[config.mk]
export PLATFORM = sky130hd
export DESIGN_NAME = gsb_status_bus
export DESIGN_NICKNAME = d
export VERILOG_FILES = /design/src/rtl/gsb_pkg.sv /design/src/rtl/gsb_ctrl_mem.sv /design/src/rtl/gsb_status_bus.sv
export VERILOG_INCLUDE_DIRS = /design/src /design/src/rtl
export SDC_FILE = /design/constraint.sdc
export NUM_CORES = 1
export LEC_CHECK = 0
export BUFFER_PORTS_ARGS = -buffer_cell sky130_fd_sc_hd__buf_4
export CAP_MARGIN = 10
export CORE_ASPECT_RATIO = 1.4
export CORE_UTILIZATION = 35
export CTS_CLUSTER_SIZE = 10
export DETAILED_ROUTE_END_ITERATION = 10
export GPL_ROUTABILITY_DRIVEN = 0
export GPL_TIMING_DRIVEN = 0
export PLACE_DENSITY_LB_ADDON = 0.08
export SLEW_MARGIN = 15
export SYNTH_ARGS = -nofsm -noshare
export SYNTH_HDL_FRONTEND = slang
export SYNTH_SLANG_ARGS = --single-unit
[constraint.sdc]
create_clock -name i_sys_clk -period 1.6 [get_ports i_sys_clk]
set_input_delay 0.24 -clock i_sys_clk [delete_from_list [all_inputs] [get_ports i_sys_clk]]
set_output_delay 0.24 -clock i_sys_clk [all_outputs]
set_load 0.02 [all_outputs]
[src/rtl/gsb_defines.svh]
// Register offsets, field positions and codes for the group status bus
`ifndef GSB_DEFINES_SVH
`define GSB_DEFINES_SVH

`define GSB_ADDR_W           8
`define GSB_OFF_CTRL_EN_LINE 8'hb0
`define GSB_OFF_ALARM_SEL    8'hb1
`define GSB_OFF_INT_SUM      8'hb2
`define GSB_OFF_SYNC_SUM     8'hb3
`define GSB_OFF_ALARM_ONE    8'hb4
`define GSB_OFF_ALARM_TWO    8'hb5

`define GSB_RST_BYTE         8'h00
`define GSB_ALL_LINES        8'hff
`define GSB_CTRL1_MASK       8'h0f
`define GSB_CTRL2_MASK       8'h77
`define GSB_EN_BIT           0
`define GSB_LINE_LSB         1
`define GSB_SEL1_LSB         0
`define GSB_SEL2_LSB         4

// Group pin codes: which summary a read is asking for
`define GSB_PIN_INT          2'h0
`define GSB_PIN_SYNC         2'h1
`define GSB_PIN_ONE          2'h2
`define GSB_PIN_TWO          2'h3
`define GSB_DEPTH            2

`endif

[src/rtl/gsb_pkg.sv]
// Types shared by the group status bus design
`default_nettype none
package gsb_pkg;

    typedef logic [7:0] gsb_byte_t;

    // Alarm inputs presented to the selector
    typedef struct packed {
        logic receive_blue_alarm;
        logic receive_yellow_alarm;
        logic loop_up_detect;
        logic loop_down_detect;
        logic receive_unframed_all_ones;
        logic receive_remote_alarm;
        logic distant_multiframe_alarm;
        logic v5_2_link_detect;
        logic signaling_change;
        logic elastic_store_slip;
    } gsb_alarm_s;

    // Host bus strobe group
    typedef struct packed {
        logic      rd;
        logic      wr;
        gsb_byte_t addr;
        gsb_byte_t wdata;
    } gsb_hostreq_s;

    typedef enum logic [2:0] {
        GSB_IDLE  = 3'b001,
        GSB_OWN   = 3'b010,
        GSB_PEER  = 3'b100
    } gsb_state_e;

endpackage
`default_nettype wire

[src/rtl/gsb_ctrl_mem.sv]
// Two-entry control register store with registered read data
`timescale 1ns/1ps
`default_nettype none
`include "gsb_defines.svh"

module gsb_ctrl_mem
(
    // Clock and reset
    input  wire logic             i_sys_clk,
    input  wire logic             i_rst,
    // Write port
    input  wire logic             i_we,
    input  wire logic             i_waddr,
    input  wire gsb_pkg::gsb_byte_t i_wdata,
    // Read port
    input  wire logic             i_raddr,
    output gsb_pkg::gsb_byte_t    o_rdata,
    // Raw word view for the control logic
    output gsb_pkg::gsb_byte_t    o_word0,
    output gsb_pkg::gsb_byte_t    o_word1
);

    gsb_pkg::gsb_byte_t mem_q [`GSB_DEPTH];

    // Unused bits forced to zero so they always read back clean
    always_ff @(posedge i_sys_clk or posedge i_rst)
    begin
        if (i_rst)
        begin
            mem_q[0] <= `GSB_RST_BYTE;
            mem_q[1] <= `GSB_RST_BYTE;
        end
        else if (i_we)
        begin
            if (i_waddr)
                mem_q[1] <= i_wdata & `GSB_CTRL2_MASK;
            else
                mem_q[0] <= i_wdata & `GSB_CTRL1_MASK;
        end
    end

    // Registered read data
    always_ff @(posedge i_sys_clk or posedge i_rst)
    begin
        if (i_rst)
            o_rdata <= `GSB_RST_BYTE;
        else
            o_rdata <= mem_q[i_raddr];
    end

    assign o_word0 = mem_q[0];
    assign o_word1 = mem_q[1];

endmodule // gsb_ctrl_mem
`default_nettype wire

[src/rtl/gsb_status_bus.sv]
// Group status sharing logic: registers, group pins and data-line drive
`timescale 1ns/1ps
`default_nettype none
`include "gsb_defines.svh"

////////////////////////////////////////////////////////////////////////////////
module gsb_status_bus
(
    // Clock and reset
    input  wire logic                 i_sys_clk,
    input  wire logic                 i_rst,
    // Host bus request, one cycle strobes
    input  wire gsb_pkg::gsb_hostreq_s i_host,
    // Host data bus answer
    output gsb_pkg::gsb_byte_t        o_rdata,
    output gsb_pkg::gsb_byte_t        o_rdata_oe,
    // Device status inputs
    input  wire logic                 i_e1_mode,
    input  wire logic                 i_interrupt_pending,
    input  wire logic                 i_sync_loss,
    input  wire gsb_pkg::gsb_alarm_s  i_alarms,
    // Group select line a, open drain
    input  wire logic                 i_group_select_line_a,
    output logic                      o_group_select_line_a,
    output logic                      o_group_select_line_a_oe,
    // Group select line b, open drain
    input  wire logic                 i_group_select_line_b,
    output logic                      o_group_select_line_b,
    output logic                      o_group_select_line_b_oe,
    // Group read line, open drain, active low
    input  wire logic                 i_group_read_line,
    output logic                      o_group_read_line,
    output logic                      o_group_read_line_oe,
    // Control state view
    output logic                      o_group_enable
);

    ////////////////////////////////////////////////////////////////////////////
    // Alarm selection, shared by both select fields

    // Map a 3-bit select code to one alarm; codes 6 and 7 show nothing
    function automatic logic alarm_pick(input logic [2:0] code,
                                        input logic e1,
                                        input gsb_pkg::gsb_alarm_s a);
        logic r;
        r = 1'b0;
        case (code)
            3'h0: r = e1 ? a.receive_unframed_all_ones : a.receive_blue_alarm;
            3'h1: r = e1 ? a.receive_remote_alarm : a.receive_yellow_alarm;
            3'h2: r = e1 ? a.distant_multiframe_alarm : a.loop_up_detect;
            3'h3: r = e1 ? a.v5_2_link_detect : a.loop_down_detect;
            3'h4: r = a.signaling_change;
            3'h5: r = a.elastic_store_slip;
            default: r = 1'b0;
        endcase
        return r;
    endfunction

    // True when an address is one of the four summary offsets
    function automatic logic is_summary(input gsb_pkg::gsb_byte_t adr);
        return (adr >= `GSB_OFF_INT_SUM) && (adr <= `GSB_OFF_ALARM_TWO);
    endfunction

    // Offset of a summary from the first one gives its pin code
    function automatic logic [1:0] pin_code(input gsb_pkg::gsb_byte_t adr);
        gsb_pkg::gsb_byte_t d;
        d = adr - `GSB_OFF_INT_SUM;
        return d[1:0];
    endfunction

    // The two control offsets, used by the write and the read path
    function automatic logic is_ctrl(input gsb_pkg::gsb_byte_t adr);
        return (adr == `GSB_OFF_CTRL_EN_LINE) ||
               (adr == `GSB_OFF_ALARM_SEL);
    endfunction

    ////////////////////////////////////////////////////////////////////////////
    // Control registers

    gsb_pkg::gsb_byte_t ctrl1;
    gsb_pkg::gsb_byte_t ctrl2;
    gsb_pkg::gsb_byte_t ctrl_rdata;
    logic               ctrl_we;
    logic               ctrl_rd_q;
    logic               en;
    logic [2:0]         line_sel;
    logic [2:0]         sel_one;
    logic [2:0]         sel_two;

    // Masking in the store covers hosts that ignore the zero-write duty
    assign ctrl_we = i_host.wr && is_ctrl(i_host.addr);

    // Store read data is registered, so the answer goes out one edge later
    always_ff @(posedge i_sys_clk or posedge i_rst)
    begin
        if (i_rst)
            ctrl_rd_q <= 1'b0;
        else
            ctrl_rd_q <= i_host.rd && is_ctrl(i_host.addr);
    end

    // Store masks unused bits on write and registers its read data
    gsb_ctrl_mem u_ctrl_mem
    (
        .i_sys_clk (i_sys_clk),
        .i_rst     (i_rst),
        .i_we      (ctrl_we),
        .i_waddr   (i_host.addr == `GSB_OFF_ALARM_SEL),
        .i_wdata   (i_host.wdata),
        .i_raddr   (i_host.addr == `GSB_OFF_ALARM_SEL),
        .o_rdata   (ctrl_rdata),
        .o_word0   (ctrl1),
        .o_word1   (ctrl2)
    );

    // Field extraction
    assign en       = ctrl1[`GSB_EN_BIT];
    assign line_sel = ctrl1[`GSB_LINE_LSB +: 3];
    assign sel_one  = ctrl2[`GSB_SEL1_LSB +: 3];
    assign sel_two  = ctrl2[`GSB_SEL2_LSB +: 3];

    ////////////////////////////////////////////////////////////////////////////
    // Own status bit chosen by a pin code

    // Shared by own and peer reads so both use one status map
    function automatic logic status_bit(input logic [1:0] code);
        logic b;
        b = 1'b0;
        case (code)
            `GSB_PIN_INT:  b = i_interrupt_pending;
            `GSB_PIN_SYNC: b = i_sync_loss;
            `GSB_PIN_ONE:
                b = alarm_pick(sel_one, i_e1_mode, i_alarms);
            `GSB_PIN_TWO:
                b = alarm_pick(sel_two, i_e1_mode, i_alarms);
            default:       b = 1'b0;
        endcase
        return b;
    endfunction

    ////////////////////////////////////////////////////////////////////////////
    // Group read sequencing

    gsb_pkg::gsb_state_e state_q;
    gsb_pkg::gsb_state_e state_d;
    logic                own_sum;
    logic                peer_read;
    logic [1:0]          peer_code;
    logic [1:0]          own_code;

    // A read here starts a group read; a peer announces one on the pins
    assign own_sum   = i_host.rd && is_summary(i_host.addr) && en;
    // Our own pull on the read line is no peer read: no echo answer
    assign peer_read = !i_group_read_line && !o_group_read_line_oe &&
                       en;
    assign peer_code = {i_group_select_line_b, i_group_select_line_a};
    assign own_code  = pin_code(i_host.addr);

    // Own read holds the pins one cycle; peer read answers while low
    always_comb
    begin
        state_d = state_q;
        case (state_q)
            gsb_pkg::GSB_IDLE:
                if (own_sum)
                    state_d = gsb_pkg::GSB_OWN;
                else if (peer_read)
                    state_d = gsb_pkg::GSB_PEER;
            gsb_pkg::GSB_OWN:
                state_d = gsb_pkg::GSB_IDLE;
            gsb_pkg::GSB_PEER:
                if (!peer_read)
                    state_d = gsb_pkg::GSB_IDLE;
            default:
                state_d = gsb_pkg::GSB_IDLE;
        endcase
    end

    // Sequencer state; a stray code falls back to idle
    always_ff @(posedge i_sys_clk or posedge i_rst)
    begin
        if (i_rst)
            state_q <= gsb_pkg::GSB_IDLE;
        else
            state_q <= state_d;
    end

    ////////////////////////////////////////////////////////////////////////////
    // Group pins, driven low only, released high by the pullups

    always_ff @(posedge i_sys_clk or posedge i_rst)
    begin
        if (i_rst)
        begin
            o_group_read_line_oe     <= 1'b0;
            o_group_select_line_a_oe <= 1'b0;
            o_group_select_line_b_oe <= 1'b0;
        end
        else if (state_d == gsb_pkg::GSB_OWN)
        begin
            // Open drain: enable only where the code bit is zero
            o_group_read_line_oe     <= 1'b1;
            o_group_select_line_a_oe <= !own_code[0];
            o_group_select_line_b_oe <= !own_code[1];
        end
        else
        begin
            // Disabled members never leave idle, so pins stay free
            o_group_read_line_oe     <= 1'b0;
            o_group_select_line_a_oe <= 1'b0;
            o_group_select_line_b_oe <= 1'b0;
        end
    end

    // Open-drain data levels are always low
    always_ff @(posedge i_sys_clk or posedge i_rst)
    begin
        if (i_rst)
        begin
            o_group_read_line     <= 1'b0;
            o_group_select_line_a <= 1'b0;
            o_group_select_line_b <= 1'b0;
        end
        else
        begin
            o_group_read_line     <= 1'b0;
            o_group_select_line_a <= 1'b0;
            o_group_select_line_b <= 1'b0;
        end
    end

    ////////////////////////////////////////////////////////////////////////////
    // Host data answer

    // Summary and peer answers drive only the selected line, so distinct lines never clash
    function automatic gsb_pkg::gsb_byte_t line_onehot(input logic [2:0] s);
        return gsb_pkg::gsb_byte_t'(8'h01 << s);
    endfunction

    // Own strobe first, then a peer read, then a pending control answer
    always_ff @(posedge i_sys_clk or posedge i_rst)
    begin
        if (i_rst)
        begin
            o_rdata    <= `GSB_RST_BYTE;
            o_rdata_oe <= `GSB_RST_BYTE;
        end
        else if (own_sum)
        begin
            o_rdata    <= status_bit(pin_code(i_host.addr)) ?
                          line_onehot(line_sel) : `GSB_RST_BYTE;
            o_rdata_oe <= line_onehot(line_sel);
        end
        else if (i_host.rd && is_summary(i_host.addr))
        begin
            // Not in the group: the summary reads as all zero
            o_rdata    <= `GSB_RST_BYTE;
            o_rdata_oe <= `GSB_RST_BYTE;
        end
        else if (peer_read)
        begin
            o_rdata    <= status_bit(peer_code) ?
                          line_onehot(line_sel) : `GSB_RST_BYTE;
            o_rdata_oe <= line_onehot(line_sel);
        end
        else if (ctrl_rd_q)
        begin
            // Registered store data is ready now, drive it with the enables
            o_rdata    <= ctrl_rdata;
            o_rdata_oe <= `GSB_ALL_LINES;
        end
        else
        begin
            o_rdata    <= `GSB_RST_BYTE;
            o_rdata_oe <= `GSB_RST_BYTE;
        end
    end

    // Group enable exported; loaded with the store, so it never lags
    always_ff @(posedge i_sys_clk or posedge i_rst)
    begin
        if (i_rst)
            o_group_enable <= 1'b0;
        else if (ctrl_we && (i_host.addr == `GSB_OFF_CTRL_EN_LINE))
            o_group_enable <= i_host.wdata[`GSB_EN_BIT];
    end

endmodule // gsb_status_bus
`default_nettype wire

==> impl_metrics.toml <==
[yosys]
yosys.area_share.simple_pct = 15.87
synth_area_mm2 = 0.001868
synth_top_family_by_area = "simple AND/OR/NAND/NOR gates"
synth.area.top_cells = "dfrtp_1 (54%), mux2_2 (9.0%), o21ai_0 (3.2%), nand2_1 (3.0%), o31ai_1 (2.8%)"
yosysWarningCount = 0
syn_avg_cell_area_um2 = 11.05
synth_compound_area_share_pct = 13.33
yosysTopAreaCell = "dfrtp_1"
synthXorXnorAreaFrac_pct = 0.4689
synth_top_area_share_pct = 53.58
synthFlopType = "dfrtp_1"
async_reset_ff_share_pct = 100.0
synth_cells = 169
synth_mux_area_share_pct = 11.45
synth_edf_count = 0
ys_seq_area_share_pct = 54.99
synth-adder-area-share_pct = 0
ys_ff_latch = 41
ys_types = 39

[clock_network]
clk_latency_ps = 280
numCtsBuffers = 5
clockBufferDepth = 2
cts-root-buf = "clkbuf_8"
htree_levels = 2
cts_tree = "done"
clkTransAtPathRegs_ps = 70
clock_sinks = 41

[grt]
grt-ovfl-total = 0
antenna_found_initial = 0
grt_pass1_wl_um = 6534
grtUsageTotal_pct = 15.07
first_global_vias = 1448
grt_max_degree = 36

[pwr]
seqPwrFrac_pct = 53.4
power_mw = 2.012
p_int_mw = 1.536
swShare_pct = 23.64
power.share.clock_pct = 33.3
leakage_nw = 1.286
p_sw_uw = 475.6
power_density_mw_per_mm2 = 774.9
max-vdd-ir-drop_v = 0.0003573
comb_power_share_pct = 13.3

[drt]
drc = 0
drtIter0Drc = 52
dr.pass1.iters = 4
routedWlPerCell_um = 12.83
routed_wl_um = 3939
via_per_inst = 4.873
vias = 1496
drtAntennaViolNets = 0

[timing]
layout_min_cycle_time_ps = 1794
hold_violations = 0
slew_violations = 0
setup_viol = 8
setup_ws_ps = -194.1
fin_crit_sh_pct = 112.1
fin_skew_ps = 4.197
rsz0062_at_grt = "yes"
whs_ps = 187.2
max_freq_mhz = 557.4

[floorplan]
die_y_um = 88.44
dieArea_mm2 = 0.005638
core_mm2 = 0.005159
num_io_pins = 59
placementRows = 31
initial_core_util_pct = 36.21
die_x_um = 63.75

[setup_path]
cp_num_buf_inv = 1
worstSetupStartpointType = "register"
cp_top_family = "compound AO/OA/AOI/OAI gates"
worst_ep_required_time_ps = 1760
path_cells = "or3_1, o32a_2, o2111ai_4, nand3_2, a32oi_4, buf_12, o41ai_1"
worstPathMaxFanout = 8
cp_slowest_stage_delay_ps = 390
critical_path_class = "reg2reg"
slowest_stage = "dfrtp_1"
critPathCaptureType = "register"
cp_data_arrival_time_ps = 1950

[finish]
fin_util_pct = 50.33
syn_to_final_growth_pct = 38.98
stdcell_count = 307
drive_above_1_share_pct = 43.15
design_area_mm2 = 0.002596
fin_nets = 277
num_antenna_cells = 0

[place]
placed_cell_area_mm2 = 0.002387
numPortBuffers = 53
placedCellCount = 291
dp_hpwl_um = 2999

[outcome]
violations = "negative setup slack"
outcome = "finished with violations"

[worst_hold_path]
hold_path.class = "in2reg"

[flow_run]
drv_cap = 0
[final cells by class]
type,instances,area (µm²)
buffer,7,38.79
clock buffer,6,82.58
clock inverter,1,7.507
fill,491,2562
inverter,8,30.03
multi-input combinational,115,824.5
sequential,41,1030
tap,66,82.58
timing repair buffer,63,500.5
[flip-flops by register name, summed over array words and instances, names as in the netlist]
register                  cells
o_rdata                       8
u_ctrl_mem.o_word1            6
state_q                       3
o_group_select_line_a_oe      1
o_group_enable                1
u_ctrl_mem.o_word0            4
u_ctrl_mem.o_rdata            7
o_group_select_line_b_oe      1
o_rdata_oe                    8
ctrl_rd_q                     1
o_group_read_line_oe          1
[worst paths after layout]
path,depth (start not counted),slack (ps),startpoint,end
hold / removal,2,190,i_host[3],u_ctrl_mem.o_word0[3]$_DFFE_PP0P_
min in group asynchronous,3,410,i_rst,state_q[2]$_DFF_PP0_
hold reg to reg,2,450,u_ctrl_mem.o_rdata[3]$_DFF_PP0_,o_rdata[3]$_DFF_PP0_
max in group asynchronous,4,770,i_rst,u_ctrl_mem.o_word1[0]$_DFFE_PP0P_
setup / recovery,7,-190,u_ctrl_mem.o_word1[6]$_DFFE_PP0P_,o_rdata[4]$_DFF_PP0_
setup reg to reg,7,-190,u_ctrl_mem.o_word1[6]$_DFFE_PP0P_,o_rdata[4]$_DFF_PP0_
[placed cells by master, fill, tap and decap left out, drive strengths merged, types with 6 or more instances in the layout]
cell type and count:
mux2 16, clkbuf 7, nor2 8, dfrtp 40, o21ai 12, nand2 16
a21oi 7, buf 68, inv 8, nor2b 6, nand3 10, o31ai 7
[power by group through the flow]
stage                     Clock [mW]  Sequential (mW)  Combinational (mW)
after floorplan                    0             1.10               0.128
after global placement             0             1.10               0.228
after detailed placement           0             1.10               0.240
after CTS                      0.695             1.07               0.262
after global routing           0.735             1.08               0.295
final                          0.671             1.07               0.267
[cells in the mapped netlist, drive strengths merged, types with 2 or more instances]
cell type	n
o41ai	2
dfrtp	40
buf	6
nand4	3
mux2i	3
nor2	8
o31ai	7
nand2	16
nand2b	2
nand3	10
and2	3
inv	8
mux2	16
o21ai	12
nor2b	6
a21oi	7
and3	3
[logic make-up (layout without fill, tap and decap cells)]
| group | after synthesis | after routing |
|---|---|---|
| DFF | 41 | 41 |
| other | 1 | 3 |
| AOI/OAI and AO/OA | 35 | 35 |
| and+or+nand+nor | 57 | 57 |
| buffers and inverters | 15 | 85 |
| xor gates and xnor gates | 1 | 1 |
| muxes | 19 | 19 |
[through the flow]
step / worst slack [ps] / setup TNS (ps)
6_report: -194.1 / -1489
3_5_place_dp: -406.9 / -3519
2_1_floorplan: -60.42 / -323.8
3_3_place_gp: -353.4 / -6505
4_1_cts: -168.7 / -1279
5_1_grt: -265.8 / -2004
[per-layer routing]
layer | global-route usage (%) | up-vias | wire length, µm
li1 | - | 732 | -
met4 | 6.198 | 0 | 59
met5 | 0 | - | 0
met3 | 3.222 | 7 | 218
met2 | 27.56 | 57 | 2089
met1 | 16.93 | 700 | 1572
[what timing repair did]
action                     4_1_cts  5_1_grt
hold endpoints to repair         5        0
gates resized for setup          5        2
buffers inserted                 7        1
pin swaps                        5        1
hold buffers                     1        0
setup endpoints to repair        8        8
cloned                           0        0
(Power assumes the default switching activity.)
